`src/rtl/meas_readback_pkg.sv`:
```
package meas_readback_pkg;

    // ******************************************************************
    // Bus and field widths
    // ******************************************************************
    localparam int unsigned ADDR_W = 16;
    localparam int unsigned DATA_W = 32;
    localparam int unsigned FIELD_W = 16;
    localparam int unsigned GAIN_W = 2;
    localparam int unsigned NUM_PHASES = 3;

    // ******************************************************************
    // Register indices; the byte address is four times the index
    // ******************************************************************
    localparam logic [11:0] IDX_PHASE_A = 12'h43e;
    localparam logic [11:0] IDX_PHASE_B = 12'h440;
    localparam logic [11:0] IDX_PHASE_C = 12'h442;
    localparam logic [11:0] IDX_SENSE_GAIN = 12'h466;
    localparam logic [11:0] IDX_VOLT_GAIN = 12'h476;
    localparam logic [11:0] IDX_CONTROL = 12'h490;

    localparam logic [15:0] ADDR_PHASE_A = {2'h0, IDX_PHASE_A, 2'h0};
    localparam logic [15:0] ADDR_PHASE_B = {2'h0, IDX_PHASE_B, 2'h0};
    localparam logic [15:0] ADDR_PHASE_C = {2'h0, IDX_PHASE_C, 2'h0};
    localparam logic [15:0] ADDR_SENSE_GAIN = {2'h0, IDX_SENSE_GAIN, 2'h0};
    localparam logic [15:0] ADDR_VOLT_GAIN = {2'h0, IDX_VOLT_GAIN, 2'h0};
    localparam logic [15:0] ADDR_CONTROL = {2'h0, IDX_CONTROL, 2'h0};

    // ******************************************************************
    // Field positions, legal codes and reset values
    // ******************************************************************
    localparam int unsigned FREEZE_BIT = 0;
    localparam logic [1:0] SENSE_GAIN_LAST = 2'h3;
    localparam logic [1:0] VOLT_GAIN_LAST = 2'h2;
    localparam logic [31:0] MEAS_RESET = 32'h0;
    localparam logic [1:0] GAIN_RESET = 2'h0;
    localparam logic FREEZE_RESET = 1'b0;
    localparam logic [31:0] RDATA_RESET = 32'h0;

endpackage

```
`src/rtl/meas_readback.sv`:
```
// Overview of operation
// Phase A current readable as a 32-bit read-only word, amperes equal word/2^27*1.25.
// Phase B current readable as a 32-bit read-only word, same scaling.
// Phase C current readable as a 32-bit read-only word, same scaling.
// Sense gain field in low 16 bits: codes 0..3 mean 1.2, 0.6, 0.3, 0.15 V/A.
// Phase A current reads zero after reset until the first measurement.
// Voltage gain field in low 16 bits: codes 0..2 mean 60, 30, 15 V.
// Writes to measurement readback registers are ignored and change nothing.
//
// Added by the designer: the APB register port.
`timescale 1ns/10ps

module meas_readback
(
    // Clock and reset.
    input wire logic CLOCK,
    input wire logic ARST_N,
    // APB slave.
    input wire logic PSEL,
    input wire logic PENABLE,
    input wire logic PWRITE,
    input wire logic [15:0] PADDR,
    input wire logic [31:0] PWDATA,
    output logic [31:0] PRDATA,
    output logic PREADY,
    output logic PSLVERR,
    // Phase current samples from the measurement path.
    input wire logic [31:0] PHASE_A_VALUE,
    input wire logic PHASE_A_UPDATE,
    input wire logic [31:0] PHASE_B_VALUE,
    input wire logic PHASE_B_UPDATE,
    input wire logic [31:0] PHASE_C_VALUE,
    input wire logic PHASE_C_UPDATE,
    // Active gain settings from the configuration path.
    input wire logic [1:0] SENSE_GAIN_CODE,
    input wire logic SENSE_GAIN_LOAD,
    input wire logic [1:0] VOLT_GAIN_CODE,
    input wire logic VOLT_GAIN_LOAD
);

    // ******************************************************************
    // State
    // ******************************************************************

    typedef struct packed
    {
        logic [31:0] rdata;
        logic slverr;
        logic freeze;
        logic [2:0] seen;
    } state_t;

    state_t state_ff;
    state_t nxt_state;

    logic [2:0][31:0] sample_in;
    logic [2:0] sample_strobe;
    logic [2:0] phase_take;
    logic [2:0][31:0] current_word;
    logic [15:0] sense_gain_field;
    logic [15:0] volt_gain_field;
    logic setup_phase;
    logic access_write;

    // ******************************************************************
    // Measurement storage
    // ******************************************************************

    // The three phases share one latch design, indexed A, B, C from zero.
    assign sample_in = {PHASE_C_VALUE, PHASE_B_VALUE, PHASE_A_VALUE};
    assign sample_strobe = {PHASE_C_UPDATE, PHASE_B_UPDATE, PHASE_A_UPDATE};

    // phase words held.
    genvar gi;
    generate
        for (gi = 0; gi < 3; gi = gi + 1)
        begin : g_phase
            assign phase_take[gi] = sample_strobe[gi] && !state_ff.freeze;

            meas_word_latch u_latch
            (
                .clock(CLOCK),
                .arst_n(ARST_N),
                .sample_value(sample_in[gi]),
                .sample_strobe(sample_strobe[gi]),
                .hold(state_ff.freeze),
                .word(current_word[gi])
            );
        end
    endgenerate

    // sense gain field.
    gain_code_latch
    #(
        .LAST_CODE(meas_readback_pkg::SENSE_GAIN_LAST)
    )
    u_sense_gain
    (
        .clock(CLOCK),
        .arst_n(ARST_N),
        .code_in(SENSE_GAIN_CODE),
        .code_load(SENSE_GAIN_LOAD),
        .field(sense_gain_field)
    );

    // voltage gain field, code three dropped.
    gain_code_latch
    #(
        .LAST_CODE(meas_readback_pkg::VOLT_GAIN_LAST)
    )
    u_volt_gain
    (
        .clock(CLOCK),
        .arst_n(ARST_N),
        .code_in(VOLT_GAIN_CODE),
        .code_load(VOLT_GAIN_LOAD),
        .field(volt_gain_field)
    );

    // ******************************************************************
    // APB decode
    // ******************************************************************

    // Read data is captured in the setup cycle so that it comes from a flop;
    // the cost is that an update landing in the access cycle shows next read.
    assign setup_phase = PSEL && !PENABLE;
    assign access_write = PSEL && PENABLE && PWRITE;

    always_comb
    begin
        nxt_state = state_ff;
        nxt_state.seen = state_ff.seen | phase_take;
        if (setup_phase)
        begin
            nxt_state.slverr = 1'b0;
            nxt_state.rdata = meas_readback_pkg::RDATA_RESET;
            unique case (PADDR)
                meas_readback_pkg::ADDR_PHASE_A:
                begin
                    nxt_state.rdata = current_word[0];
                end
                meas_readback_pkg::ADDR_PHASE_B:
                begin
                    nxt_state.rdata = current_word[1];
                end
                meas_readback_pkg::ADDR_PHASE_C:
                begin
                    nxt_state.rdata = current_word[2];
                end
                meas_readback_pkg::ADDR_SENSE_GAIN:
                begin
                    nxt_state.rdata = {16'h0, sense_gain_field};
                end
                meas_readback_pkg::ADDR_VOLT_GAIN:
                begin
                    nxt_state.rdata = {16'h0, volt_gain_field};
                end
                meas_readback_pkg::ADDR_CONTROL:
                begin
                    nxt_state.rdata = {31'h0, state_ff.freeze};
                end
                default:
                begin
                    nxt_state.slverr = 1'b1;
                end
            endcase
        end
        // readback writes ignored.
        if (access_write && (PADDR == meas_readback_pkg::ADDR_CONTROL))
        begin
            nxt_state.freeze = PWDATA[meas_readback_pkg::FREEZE_BIT];
        end
    end

    // Registered state.
    always_ff @(posedge CLOCK or negedge ARST_N)
    begin
        if (!ARST_N)
        begin
            state_ff <= '{rdata: meas_readback_pkg::RDATA_RESET,
                          slverr: 1'b0,
                          freeze: meas_readback_pkg::FREEZE_RESET,
                          seen: 3'h0};
        end
        else
        begin
            state_ff <= nxt_state;
        end
    end

    // Every access completes in its first access cycle.
    assign PREADY = 1'b1;
    assign PRDATA = state_ff.rdata;
    assign PSLVERR = state_ff.slverr;

    // ******************************************************************
    // Checks
    // ******************************************************************

    // phase A readback.
    chk_phase_a_read:
    assert property (@(posedge CLOCK) disable iff (!ARST_N)
        (setup_phase && (PADDR == meas_readback_pkg::ADDR_PHASE_A))
        |=> (PRDATA == $past(current_word[0])) && !PSLVERR)
    else $error("Phase A read returned wrong data.");

    // phase B readback.
    chk_phase_b_read:
    assert property (@(posedge CLOCK) disable iff (!ARST_N)
        (setup_phase && (PADDR == meas_readback_pkg::ADDR_PHASE_B))
        |=> (PRDATA == $past(current_word[1])) && !PSLVERR)
    else $error("Phase B read returned wrong data.");

    // phase C sample.
    chk_phase_c_take:
    assert property (@(posedge CLOCK) disable iff (!ARST_N)
        phase_take[2] |=> (current_word[2] == $past(PHASE_C_VALUE)))
    else $error("Phase C sample was not stored.");

    // sense gain readback.
    chk_sense_gain_read:
    assert property (@(posedge CLOCK) disable iff (!ARST_N)
        (setup_phase && (PADDR == meas_readback_pkg::ADDR_SENSE_GAIN))
        |=> (PRDATA == {16'h0, $past(sense_gain_field)}))
    else $error("Sense gain read returned wrong data.");

    // zero before measurement.
    chk_phase_a_zero:
    assert property (@(posedge CLOCK) disable iff (!ARST_N)
        !state_ff.seen[0] |-> (current_word[0] == meas_readback_pkg::MEAS_RESET))
    else $error("Phase A nonzero before first measurement.");

    // voltage gain range.
    chk_volt_gain_code:
    assert property (@(posedge CLOCK) disable iff (!ARST_N)
        volt_gain_field <= {14'h0, meas_readback_pkg::VOLT_GAIN_LAST})
    else $error("Voltage gain field holds an illegal code.");

    // writes leave words.
    chk_write_ignored:
    assert property (@(posedge CLOCK) disable iff (!ARST_N)
        (access_write && !(|phase_take)) |=> $stable(current_word))
    else $error("Measurement word changed without an update.");

    // Control readback follows the freeze bit.
    chk_control_read:
    assert property (@(posedge CLOCK) disable iff (!ARST_N)
        (setup_phase && (PADDR == meas_readback_pkg::ADDR_CONTROL))
        |=> (PRDATA == {31'h0, $past(state_ff.freeze)}))
    else $error("Control read returned wrong data.");

    // phase A sample.
    chk_phase_a_take:
    assert property (@(posedge CLOCK) disable iff (!ARST_N)
        phase_take[0] |=> (current_word[0] == $past(PHASE_A_VALUE)))
    else $error("Phase A sample was not stored.");

    // phase B sample.
    chk_phase_b_take:
    assert property (@(posedge CLOCK) disable iff (!ARST_N)
        phase_take[1] |=> (current_word[1] == $past(PHASE_B_VALUE)))
    else $error("Phase B sample was not stored.");

    // phase C readback.
    chk_phase_c_read:
    assert property (@(posedge CLOCK) disable iff (!ARST_N)
        (setup_phase && (PADDR == meas_readback_pkg::ADDR_PHASE_C))
        |=> (PRDATA == $past(current_word[2])) && !PSLVERR)
    else $error("Phase C read returned wrong data.");

    // sense gain load; every code is legal, so none may be dropped.
    chk_sense_gain_load:
    assert property (@(posedge CLOCK) disable iff (!ARST_N)
        SENSE_GAIN_LOAD |=> (sense_gain_field == {14'h0, $past(SENSE_GAIN_CODE)}))
    else $error("Sense gain code was not loaded.");

    // voltage gain readback.
    chk_volt_gain_read:
    assert property (@(posedge CLOCK) disable iff (!ARST_N)
        (setup_phase && (PADDR == meas_readback_pkg::ADDR_VOLT_GAIN))
        |=> (PRDATA == {16'h0, $past(volt_gain_field)}) && !PSLVERR)
    else $error("Voltage gain read returned wrong data.");

    // illegal code dropped.
    chk_volt_gain_drop:
    assert property (@(posedge CLOCK) disable iff (!ARST_N)
        (VOLT_GAIN_LOAD && (VOLT_GAIN_CODE > meas_readback_pkg::VOLT_GAIN_LAST))
        |=> $stable(volt_gain_field))
    else $error("Voltage gain field took an illegal code.");

    // A frozen set must not move, or software would read a torn snapshot.
    chk_frozen_hold:
    assert property (@(posedge CLOCK) disable iff (!ARST_N)
        state_ff.freeze |=> $stable(current_word))
    else $error("Measurement word changed while frozen.");

    // Read data and error stand until the next setup cycle.
    chk_read_data_stands:
    assert property (@(posedge CLOCK) disable iff (!ARST_N)
        !setup_phase |=> ($stable(PRDATA) && $stable(PSLVERR)))
    else $error("Read data changed outside a setup cycle.");

    // A control write lands in the freeze bit.
    chk_control_write:
    assert property (@(posedge CLOCK) disable iff (!ARST_N)
        (access_write && (PADDR == meas_readback_pkg::ADDR_CONTROL))
        |=> (state_ff.freeze == $past(PWDATA[meas_readback_pkg::FREEZE_BIT])))
    else $error("Control write did not reach the freeze bit.");

endmodule

```
`src/rtl/meas_word_latch.sv`:
```
`timescale 1ns/10ps

module meas_word_latch
(
    // Clock and reset.
    input wire logic clock,
    input wire logic arst_n,
    // New sample from the measurement path.
    input wire logic [31:0] sample_value,
    input wire logic sample_strobe,
    input wire logic hold,
    // Stored word.
    output logic [31:0] word
);

    typedef struct packed
    {
        logic [31:0] word;
    } latch_state_t;

    latch_state_t state_ff;
    latch_state_t nxt_state;

    // A sample is taken only while software does not hold the set steady.
    always_comb
    begin
        nxt_state = state_ff;
        if (sample_strobe && !hold)
        begin
            nxt_state.word = sample_value;
        end
    end

    // The word starts at zero until the first sample arrives.
    // zero after reset.
    always_ff @(posedge clock or negedge arst_n)
    begin
        if (!arst_n)
        begin
            state_ff <= '{word: meas_readback_pkg::MEAS_RESET};
        end
        else
        begin
            state_ff <= nxt_state;
        end
    end

    assign word = state_ff.word;

endmodule

```
`src/rtl/gain_code_latch.sv`:
```
`timescale 1ns/10ps

module gain_code_latch
#(
    parameter logic [1:0] LAST_CODE = 2'h3
)
(
    // Clock and reset.
    input wire logic clock,
    input wire logic arst_n,
    // Active gain setting from the configuration path.
    input wire logic [1:0] code_in,
    input wire logic code_load,
    // Readback field, zero above the code.
    output logic [15:0] field
);

    typedef struct packed
    {
        logic [1:0] code;
    } gain_state_t;

    gain_state_t state_ff;
    gain_state_t nxt_state;

    // A code beyond the last legal one is dropped, so the field never shows it.
    always_comb
    begin
        nxt_state = state_ff;
        if (code_load && (code_in <= LAST_CODE))
        begin
            nxt_state.code = code_in;
        end
    end

    // Registered code.
    always_ff @(posedge clock or negedge arst_n)
    begin
        if (!arst_n)
        begin
            state_ff <= '{code: meas_readback_pkg::GAIN_RESET};
        end
        else
        begin
            state_ff <= nxt_state;
        end
    end

    assign field = {14'h0, state_ff.code};

endmodule

```
`config.mk`:
```
export PLATFORM = sky130hd
export DESIGN_NAME = meas_readback
export DESIGN_NICKNAME = d
export VERILOG_FILES = /design/src/rtl/meas_readback_pkg.sv /design/src/rtl/meas_readback.sv /design/src/rtl/meas_word_latch.sv /design/src/rtl/gain_code_latch.sv
export SDC_FILE = /design/constraint.sdc
export NUM_CORES = 1
export LEC_CHECK = 0
export ABC_CLOCK_PERIOD_IN_PS = 1700
export BUFFER_PORTS_ARGS = -buffer_cell sky130_fd_sc_hd__buf_2
export CAP_MARGIN = 20
export CORE_MARGIN = 8
export CORE_UTILIZATION = 40
export DETAILED_ROUTE_END_ITERATION = 10
export GPL_ROUTABILITY_DRIVEN = 1
export GPL_TIMING_DRIVEN = 0
export PLACE_DENSITY = 0.63
export RECOVER_POWER = 100
export SLEW_MARGIN = 20
export SYNTH_ARGS = -nofsm -noshare
export SYNTH_HDL_FRONTEND = slang
export SYNTH_SLANG_ARGS = --single-unit
```
`constraint.sdc`:
```
create_clock -name CLOCK -period 1.7 [get_ports CLOCK]
set_input_delay 0.34 -clock CLOCK [delete_from_list [all_inputs] [get_ports CLOCK]]
set_output_delay 0.34 -clock CLOCK [all_outputs]
set_load 0.05 [all_outputs]
```
## Word level (Yosys, flattened, before mapping)

Index checks and enable logic that the tools add are counted.
W data, S select, Z words.

| storage, ports and cells | value |
|---|---|
| bits in registers | 134 |
| bits in latches | 0 |
| memory bits (writable) | 0 |
| bits in read-only memories | 0 |
| input bits | 158 |
| output and inout port bits | 34 |
| word-level logic and storage cells | 30 |
| memories kept | 0 |

| operators by class | value |
|---|---|
| $add $sub $neg | 0 |
| $mul | 0 |
| div/mod/pow operators | 0 |
| order comparisons | 2 |
| eq/ne operators | 6 |
| shift operators | 0 |
| muxes and demuxes | 2 |
| bitwise logic cells | 0 |
| reduce and logical (&&, ||, !) cells | 12 |

Operator list:

| cell | number |
|---|---|
| $pmux W32 S6 | 1 |
| $eq A16 B13 Y1 const B | 6 |
| $logic_and A1 B1 Y1 | 9 |
| $reduce_or A6 Y1 | 1 |
| $le A2 B2 Y1 const B | 2 |
| $logic_not A1 Y1 | 2 |
| $mux W1 | 1 |

## Depth between registers and ports, before layout

Gate-level depths: netlist of the first run.

| logic depth | value |
|---|---|
| depth in word-level cells | 3 |
| depth in mapped cells | 6 |
| mapped depth without buffers | 4 |

## By module

From an unflattened synthesis of the first run, not the netlist that was laid out.

| second synthesis, totals | value |
|---|---|
| cells, all modules | 601 |
| area total of the unflattened synthesis | 7,408.4 sq um |

By module, submodules not included:

| module | instances | cells each | area an instance (sq um) | seq. area each (sq um) |
|---|---|---|---|---|
| meas_word_latch | 3 | 69 | 1,358.8 | 800.8 |
| meas_readback | 1 | 353 | 2,951.6 | 850.8 |
| gain_code_latch (u_volt_gain) | 1 | 22 | 198.9 | 50.0 |
| gain_code_latch (u_sense_gain) | 1 | 19 | 181.4 | 50.0 |

## Worst setup path before layout of the first run

No wires, ideal clock.

| timing | value |
|---|---|
| kind | input-to-reg |
| start point | in PADDR[11] |
| end point | reg state_ff[3] (netlist bit) |
| setup time | 0.125 ns |
| data arrival time | 1.789 ns |
| data required time | 1.575 ns |
| slack | -0.214 ns |
| cell stages on the path | 4 |
| buffers on the path | 0 |
| cells stage by stage | or4_4 or3_1 nor3_1 mux2_2 |

| on the way | value |
|---|---|
| cells in the longest elaborated chain, start to end | 2 |

RTL lines:

| element | RTL line | RTL |
|---|---|---|
| start, declared | meas_readback.sv:22 | `input wire logic [15:0] PADDR,` |
| $eq A16 B13 Y1 | meas_readback.sv:169 | `if (access_write && (PADDR == meas_readback_pkg::ADDR_CONTROL))` |
| $logic_and A1 B1 Y1 | meas_readback.sv:169 |  |
| end signal, assigned | meas_readback.sv:180 | `state_ff <= '{rdata: meas_readback_pkg::RDATA_RESET,` |
| end signal, assigned | meas_readback.sv:187 | `state_ff <= nxt_state;` |
| end, declared | meas_readback.sv:53 | `state_t state_ff;` |

No other way between the ends.
A chain may end at the register's enable or synchronous reset.

## Final worst setup path of the first run

| timing | value |
|---|---|
| start point | in PADDR[2] |
| end point | reg state_ff (netlist bit PRDATA[21]) |

| on the way | value |
|---|---|
| cells in the longest elaborated chain, start to end | 2 |
| elaborated cells on any way between the ends | 7 |
| those cells by class | 6 x eq/ne; 1 x mux |

RTL lines:

| element | RTL line | RTL |
|---|---|---|
| $eq A16 B13 Y1 | meas_readback.sv:137 | `unique case (PADDR)` |
| $pmux W32 S6 (*) | meas_readback.sv:137 |  |

Mark *: on every way between the ends. The rest lies on a longest branch, timed or not.

==> reports/qor_table.md, run 1 <==
| Parameter | Reported | Unit |
| --- | --- | --- |
| Number of global-route vias before repair | 4695 | - |
| Clk slew on worst S/H paths | 50 | ps |
| Reported max-cap violation count | 0 | - |
| Worst min-delay path endpoint | g_phase[1].u_latch.word[18]$_DFFE_PN0P_ | - |
| Leading cell types in the layout, fill and taps excluded | dfrtp_1, mux2_2, buf_2 | - |
| Setup-failing EPs final | 0 | - |
| GR Util All Layers | 0.178 | - |
| Worst min-delay path class | in2reg | - |
| Gate count after technology mapping | 430 | - |
| Layout cells sized above 1 | 0.581 | - |
| Number of buffers created by CTS | 17 | - |
| Worst rel slew slack | 0.425 | - |
| Arr. time, crit path | 1980 | ps |
| Average vias per placed instance | 5.11 | - |
| Pin count of the biggest net entering global routing | 74 | - |
| Result of the run | finished, final reports clean | - |
| Antenna violations before repair | 0 | - |
| Antenna diodes | 0 | - |
| Port Buffers | 158 | - |
| Count of final max-slew check failures | 0 | - |
| Detailed-route via count | 4113 | - |
| Register-to-register setup slack | 90 | ps |
| Share of flip-flops with an asynchronous set or reset | 1.00 | - |
| Leading cell types by total area after synthesis | dfrtp_1, mux2_2, a22oi_1, o21ai_1, nand2_1 | - |
| Worst hold path startpoint | PHASE_B_VALUE[18] | - |
| Count of synthesis-stage warnings from yosys | 0 | - |
| Vertical die dimension | 137 | um |
| H-tree depth reported by CTS | 4 | - |
| Layout Cell Area excl Fill | 7480 | um2 |
| Starting density of the core | 0.404 | - |
| EDFF count, synth | 0 | - |
| Remaining number of nets flagged by the antenna check after routing | 0 | - |
| Most common flop cell mapped by yosys | dfrtp_1 | - |
| Number of search-and-repair iterations in the first detailed-routing pass | 4 | - |
| Library cell occupying the most area in the post-synthesis netlist | dfrtp_1 | - |
| Number of top-level pins | 192 | - |
| Placed wire-length estimate after detailed placement | 11800 | um |
| Element type at the critical path start | input pin | - |
| Count of nets after finishing | 770 | - |
| Placed cell areas | 6990 | um2 |
| Element type at the critical path end | register | - |
| Drt first-iter violations | 138 | - |
| Sum of routed wire length over all layers | 15800 | um |
| Startpoint of the worst-slack reg-to-reg timing path | state_ff[3]$_DFFE_PN0P_ | - |
| Number of nets produced by synthesis | 588 | - |
| LEAKAGE | 3.37 | nW |
| Clock sink count | 134 | - |
| Full die area | 18600 | um2 |
| Worst R2R Path Depth | 4 | - |
| IR drop worst, VDD | 0.724 | mV |
| Deepest clock path buffer count | 2 | - |
| Clock latency reported for the late side of the worst-skew pair | 410 | ps |
| Worst r2r dst | g_phase[0].u_latch.word[14]$_DFFE_PN0P_ | - |
| Unique masters post-synth | 34 | - |
| Signed area change from the synthesized netlist to the final layout | 28.7 | % |
| Worst hold margin | 154 | ps |
| Power per cell area | 1040 | nW/um2 |
| Worst-Margin Slew | 862 | ps |
| Cell depth of the worst min-delay path | 2 | - |
| Highest net fanout along the worst path | 10 | - |
| Sequential area share after synthesis | 0.577 | - |
| Clock tree root buffer cell | clkbuf_16 | - |
| Grt total ovfl | 0 | - |
| Portion of synthesized cell area occupied by the leading cell type | 0.577 | - |
| Final critical-path required period | 1650 | ps |
| Floorplan row count | 44 | - |
| Wire length per cell after detailed routing | 19.6 | um |
| RSZ-0062 raised after global routing | false | - |
| Highest clock rate | 0.606 | GHz |
| Core box area | 14400 | um2 |
| Most common cell after layout, fill and taps aside | dfrtp_1 | - |
| Worst Clk Skew | 6.50 | ps |
| Final cycle utilization of the critical path | 0.970 | - |
| Final core occ | 0.520 | - |
| Detailed-route DRC error count | 0 | - |
| Final-report hold violation count | 0 | - |
| Wire length of the first global-routing pass | 25000 | um |
| Number of synthesized register bits | 134 | - |
| Final estimated routing congestion in global placement | 0.809 | - |
| Netlist area before placement | 5810 | um2 |
| Critical path class | in2reg | - |
| Horizontal extent of the die | 137 | um |
| Critical path required time | 2030 | ps |
| Avg Cell Area, Syn | 13.5 | um2 |
| TritonCTS clock tree | built | - |
## report_power, final
group | leakage, nW | total (mW) | internal, mW | switching [mW]
registers | 1.63 | 3.60 | 3.46 | 0.141
clock network | 0.255 | 3.29 | 2.04 | 1.25
logic | 1.48 | 0.907 | 0.462 | 0.445
total | 3.37 | 7.79 | 5.96 | 1.83
## cell families (layout without fill, tap and decap cells)
| family | count (synthesis) | in the layout | synth area share |
|---|---|---|---|
| and+or+nand+nor | 70 | 70 | 0.0657 |
| muxes | 133 | 133 | 0.258 |
| AOI/OAI and AO/OA | 62 | 62 | 0.0709 |
| buffers and inverters | 30 | 221 | 0.0278 |
| DFF | 134 | 134 | 0.577 |
| other | 1 | 1 | 0.000646 |
## per-layer routing
layer | wire [um] | up-vias | global-route usage
met1 | 6870 | 2055 | 0.220
met5 | 0 | - | 0
li1 | - | 1922 | -
met4 | 106 | 0 | 0.0451
met2 | 7720 | 126 | 0.291
met3 | 1080 | 10 | 0.0602
## how the worst max path moves through the flow
stage                            startpoint                                       to  slack [ps]  depth (start not counted)
floorplan                          PADDR[8]                  state_ff[3]$_DFFE_PN0P_        -110                          4
global placement                     ARST_N  g_phase[1].u_latch.word[27]$_DFFE_PN0P_       -1430                          1
detailed placement                 PADDR[3]                    PRDATA[6]$_DFFE_PN0P_        -750                          6
CTS                 state_ff[3]$_DFFE_PN0P_  g_phase[0].u_latch.word[24]$_DFFE_PN0P_          20                          4
global route        state_ff[3]$_DFFE_PN0P_  g_phase[0].u_latch.word[13]$_DFFE_PN0P_         0.3                          4
finish                             PADDR[2]                   PRDATA[21]$_DFFE_PN0P_          50                          7
## timing repair
item,CTS,global route
endpoints found under the setup margin,122,38
pin swaps,1,1
endpoints found under the hold margin,61,0
hold buffers,1,0
gates resized for setup,19,9
setup buffers,2,1
## registers in the layout, indices dropped and copies added (netlist names)
name                   count
state_ff                   1
u_volt_gain.state_ff       2
PSLVERR                    1
g_phase.u_latch.word      96
u_sense_gain.state_ff      2
PRDATA                    32
## per-stage QoR
step           TNS, ps  total power [mW]  worst slack, ps  instances
5_1_grt              0              8.14            0.320        805
3_5_place_dp    -48150              4.58             -745        773
2_1_floorplan    -2910              4.17             -110        430
6_report             0              7.79             50.3        805
4_1_cts              0              7.90             16.3        804
3_3_place_gp   -235250              4.53            -1430        772
## cell type report
type	count	area, um2
plain buffers	30	176
clock buffers	23	468
clock inverters	5	52.6
fillers	1268	6890
multi-input cells	266	2350
flip-flops and latches	134	3350
well taps	184	230
repair buffers	163	846
## worst max-delay path, cell delays in order
cell and delay [ps]:
buf_2 100, or4_4 570, nor4_1 300, buf_4 210, buf_4 200, a22oi_1 120
o21ai_1 130
## synthesized netlist by cell type (2+ instances only)
cell / number
buf_6: 6
o21ai_1: 25
buf_1: 10
mux2_2: 133
nor4_4: 2
nand3_1: 2
nor2b_1: 6
a22oi_1: 26
dfrtp_1: 134
a221oi_1: 5
clkbuf_1: 13
nand2_1: 27
nor2_1: 19
nor3_1: 2
(Power assumes the default switching activity.)
==> run 2: changes to the inputs <==
--- a/config.mk
+++ b/config.mk
@@ -5,7 +5,7 @@
 export SDC_FILE = /design/constraint.sdc
 export NUM_CORES = 1
 export LEC_CHECK = 0
-export ABC_CLOCK_PERIOD_IN_PS = 1700
+export ABC_CLOCK_PERIOD_IN_PS = 1340
 export BUFFER_PORTS_ARGS = -buffer_cell sky130_fd_sc_hd__buf_2
 export CAP_MARGIN = 20
 export CORE_MARGIN = 8
@@ -13,7 +13,7 @@
 export DETAILED_ROUTE_END_ITERATION = 10
 export GPL_ROUTABILITY_DRIVEN = 1
 export GPL_TIMING_DRIVEN = 0
-export PLACE_DENSITY = 0.63
+export PLACE_DENSITY = 0.65
 export RECOVER_POWER = 100
 export SLEW_MARGIN = 20
 export SYNTH_ARGS = -nofsm -noshare
==> constraint.sdc (replaced) <==
create_clock -name CLOCK -period 1.34 [get_ports CLOCK]
set_input_delay 0.268 -clock CLOCK [delete_from_list [all_inputs] [get_ports CLOCK]]
set_output_delay 0.268 -clock CLOCK [all_outputs]
set_load 0.05 [all_outputs]
==> reports/qor_table.md, run 2 (synthesized netlist as in run 1, its figures left out) <==
| Parameter | Reported | Unit | vs previous |
| --- | --- | --- | --- |
| Result of the run | complete, but fails checks | - |  |
| Violated checks | setup timing | - |  |
| Reported max-cap violation count | 0 | - | unchanged |
| Deepest clock path buffer count | 2 | - | unchanged |
| Count of non-filler cells in the finished layout | 825 | - | +2.5% |
| Layout Cell Area excl Fill | 8360 | um2 | +12% |
| Full die area | 18600 | um2 | unchanged |
| Clock latency reported for the late side of the worst-skew pair | 410 | ps | about the same |
| Combinational Power Share | 0.133 | - | +0.017 |
| Family of cells with the greatest summed delay on the critical path | simple AND/OR/NAND/NOR gates | - |  |
| Setup-failing EPs final | 120 | - | +120 |
| H-tree depth reported by CTS | 4 | - | unchanged |
| Number of top-level pins | 192 | - | unchanged |
| Multi-input gate area | 2610 | um2 | +11% |
| Clock sink count | 134 | - | unchanged |
| Element type at the critical path end | register | - |  |
| Final core occ | 0.582 | - | +0.0612 |
| Count of final max-slew check failures | 0 | - | unchanged |
| Count of nets after finishing | 785 | - | +1.9% |
| Starting density of the core | 0.404 | - | unchanged |
| Antenna violations before repair | 0 | - | unchanged |
| Share of total power consumed by net switching | 0.234 | - | -0.000700 |
| Drt first-iter violations | 180 | - | +30% |
| Signed area change from the synthesized netlist to the final layout | 43.9 | % |  |
| Average vias per placed instance | 5.19 | - | +1.6% |
| Placed wire-length estimate after detailed placement | 12000 | um | +2.3% |
| Sequential cell area in the final layout | 3350 | um2 | about the same |
| Grt total ovfl | 0 | - | unchanged |
| Detailed-route DRC error count | 0 | - | unchanged |
| Final critical-path required period | 1510 | ps |  |
| Worst-Margin Slew | 726 | ps | -136 ps |
| Wire length per cell after detailed routing | 21.2 | um | +8.0% |
| Power per cell area | 1290 | nW/um2 | +24% |
| Final total negative setup slack | -8890 | ps | -8890 ps |
| Critical path required time | 1660 | ps | -370 ps |
| Cell type of the slowest stage on the worst timing path | or4b_4 | - |  |
| Highest clock rate | 0.663 | GHz |  |
| Worst Clk Skew | 8.79 | ps | +2.29 ps |
| Clock tree root buffer cell | clkbuf_16 | - |  |
| Core box area | 14400 | um2 | unchanged |
| Relative contribution of the clock network to total power | 0.444 | - | +0.022 |
| Detailed-route via count | 4281 | - | +4.1% |
| Post-Place Cells | 773 | - | unchanged |
| Worst min-delay path class | in2reg | - |  |
| Critical path class | in2reg | - |  |
| Element type at the critical path start | input pin | - |  |
| Buf/Inv on CP | 3 | - | unchanged |
| Total of fill cells in the finished design | 1173 | - | -7.5% |
| Final cycle utilization of the critical path | 1.13 | - |  |
| Setup WS post-layout | -168 | ps | -219 ps |
| Clk slew on worst S/H paths | 60 | ps | about the same |
| LEAKAGE | 3.85 | nW | +14% |
| TritonCTS clock tree | built | - |  |
| Vertical die dimension | 137 | um | unchanged |
| Sequential power share | 0.423 | - | -0.039 |
| Pin count of the biggest net entering global routing | 85 | - | +15% |
| Leading cell types in the layout, fill and taps excluded | dfrtp_1, buf_2, mux2_2 | - |  |
| IR drop worst, VDD | 1.05 | mV | +44% |
| Critical Path Max Stage Delay | 560 | ps | about the same |
| Max reg flops | 96 | - | unchanged |
| Number of search-and-repair iterations in the first detailed-routing pass | 4 | - | unchanged |
| Sum of routed wire length over all layers | 17500 | um | +11% |
| Layout cells sized above 1 | 0.630 | - | +0.0484 |
| Horizontal extent of the die | 137 | um | unchanged |
| RSZ-0062 raised after global routing | true | - |  |
| Number of global-route vias before repair | 4951 | - | +5.5% |
| Worst rel slew slack | 0.516 | - | +0.0908 |
| Port Buffers | 158 | - | unchanged |
| Arr. time, crit path | 1830 | ps | -150 ps |
| Internal power | 8.29 | mW | +39% |
| Most frequent CP cell | buf_6 | - |  |
| Switching power of the nets | 2.54 | mW | +38% |
| Floorplan row count | 44 | - | unchanged |
| Critical-path cell list | buf_6 > or4b_4 > nor4_4 > buf_6 > buf_12 > a22oi_2 > o21ai_1 | - |  |
| Most common cell after layout, fill and taps aside | dfrtp_1 | - |  |
| Remaining number of nets flagged by the antenna check after routing | 0 | - | unchanged |
| Wire length of the first global-routing pass | 27200 | um | +8.8% |
| Placed cell areas | 7020 | um2 | +0.48% |
| Final-report hold violation count | 0 | - | unchanged |
| Number of buffers created by CTS | 17 | - | unchanged |
| Final estimated routing congestion in global placement | 0.757 | - | -6.4% |
| Highest net fanout along the worst path | 10 | - | unchanged |
| GR Util All Layers | 0.195 | - | +0.0173 |
run 2: changes by cell type in the layout (fill, tap and decap cells not counted), moves of 8 or more:
| cell | before | now |
|---|---|---|
| a22oi_2 | 14 | 24 |
| o21ai_0 | 9 | 1 |
| clkbuf_4 | 3 | 19 |
| a22oi_1 | 13 | 3 |
| mux2_2 | 132 | 91 |
| clkbuf_2 | 46 | 5 |
| mux2_4 | 1 | 42 |
| buf_12 | 1 | 16 |
run 2: final cells by class:
| cell class | count | area share |
|---|---|---|
| Antenna cell | 1 | 0.000299 |
| Buffer | 30 | 0.0452 |
| Clock buffer | 23 | 0.0584 |
| Clock inverter | 9 | 0.0147 |
| Multi-Input combinational cell | 266 | 0.312 |
| Sequential cell | 134 | 0.401 |
| Tap cell | 184 | 0.0275 |
| Timing Repair Buffer | 178 | 0.141 |
run 2: power by group through the flow:
stage	clock, mW	sequential [mW]	combinational (mW)
2_1_floorplan	0	4.67	0.633
3_3_place_gp	0	4.61	1.15
3_5_place_dp	0	4.63	1.20
4_1_cts	4.87	4.57	1.43
5_1_grt	5.07	4.61	1.55
6_report	4.80	4.57	1.44
run 2: repair_timing:
item / CTS / global route
hold buffers: 1 / 0
endpoints found under the hold margin: 50 / 0
setup endpoints to repair: 127 / 147
gates cloned: 3 / 0
buffers inserted: 12 / 4
pin swaps: 6 / 3
gates resized for setup: 104 / 39
run 2: final timing paths:
path,start,cells after the start,to,slack [ps]
setup / recovery,PADDR[8],7,PRDATA[7]$_DFFE_PN0P_,-170
hold / removal,SENSE_GAIN_CODE[0],2,u_sense_gain.state_ff[0]$_DFFE_PN0P_,80
setup reg to reg,state_ff[3]$_DFFE_PN0P_,5,g_phase[1].u_latch.word[4]$_DFFE_PN0P_,-140
hold reg to reg,PRDATA[8]$_DFFE_PN0P_,2,PRDATA[8]$_DFFE_PN0P_,480
max in group asynchronous,ARST_N,3,g_phase[1].u_latch.word[26]$_DFFE_PN0P_,190
min in group asynchronous,ARST_N,2,g_phase[1].u_latch.word[8]$_DFFE_PN0P_,340
run 2: layer usage:
layer / up-vias / part of all wire / track usage
met4: 0 / 0.011 / 0.0513
met1: 2191 / 0.43 / 0.243
met2: 128 / 0.50 / 0.324
met5: - / 0 / 0
met3: 14 / 0.060 / 0.0584
li1: 1948 / - / -
run 2: per-stage QoR:
stage          power (mW)  worst slack (ps)  hold slack [ps]
6_report             10.8              -168             80.5
5_1_grt              11.2              -222             69.8
4_1_cts              10.9              -121             64.9
3_5_place_dp         5.84              -831              204
3_3_place_gp         5.76             -1750              466
2_1_floorplan        5.31              -398            -27.6
run 2: worst register-to-register path: stages, from the launching register on:
cell     delay [ps]
dfrtp_2         440
nor2b_2         130
buf_4           200
buf_4           150
buf_12          110
mux2_2          330
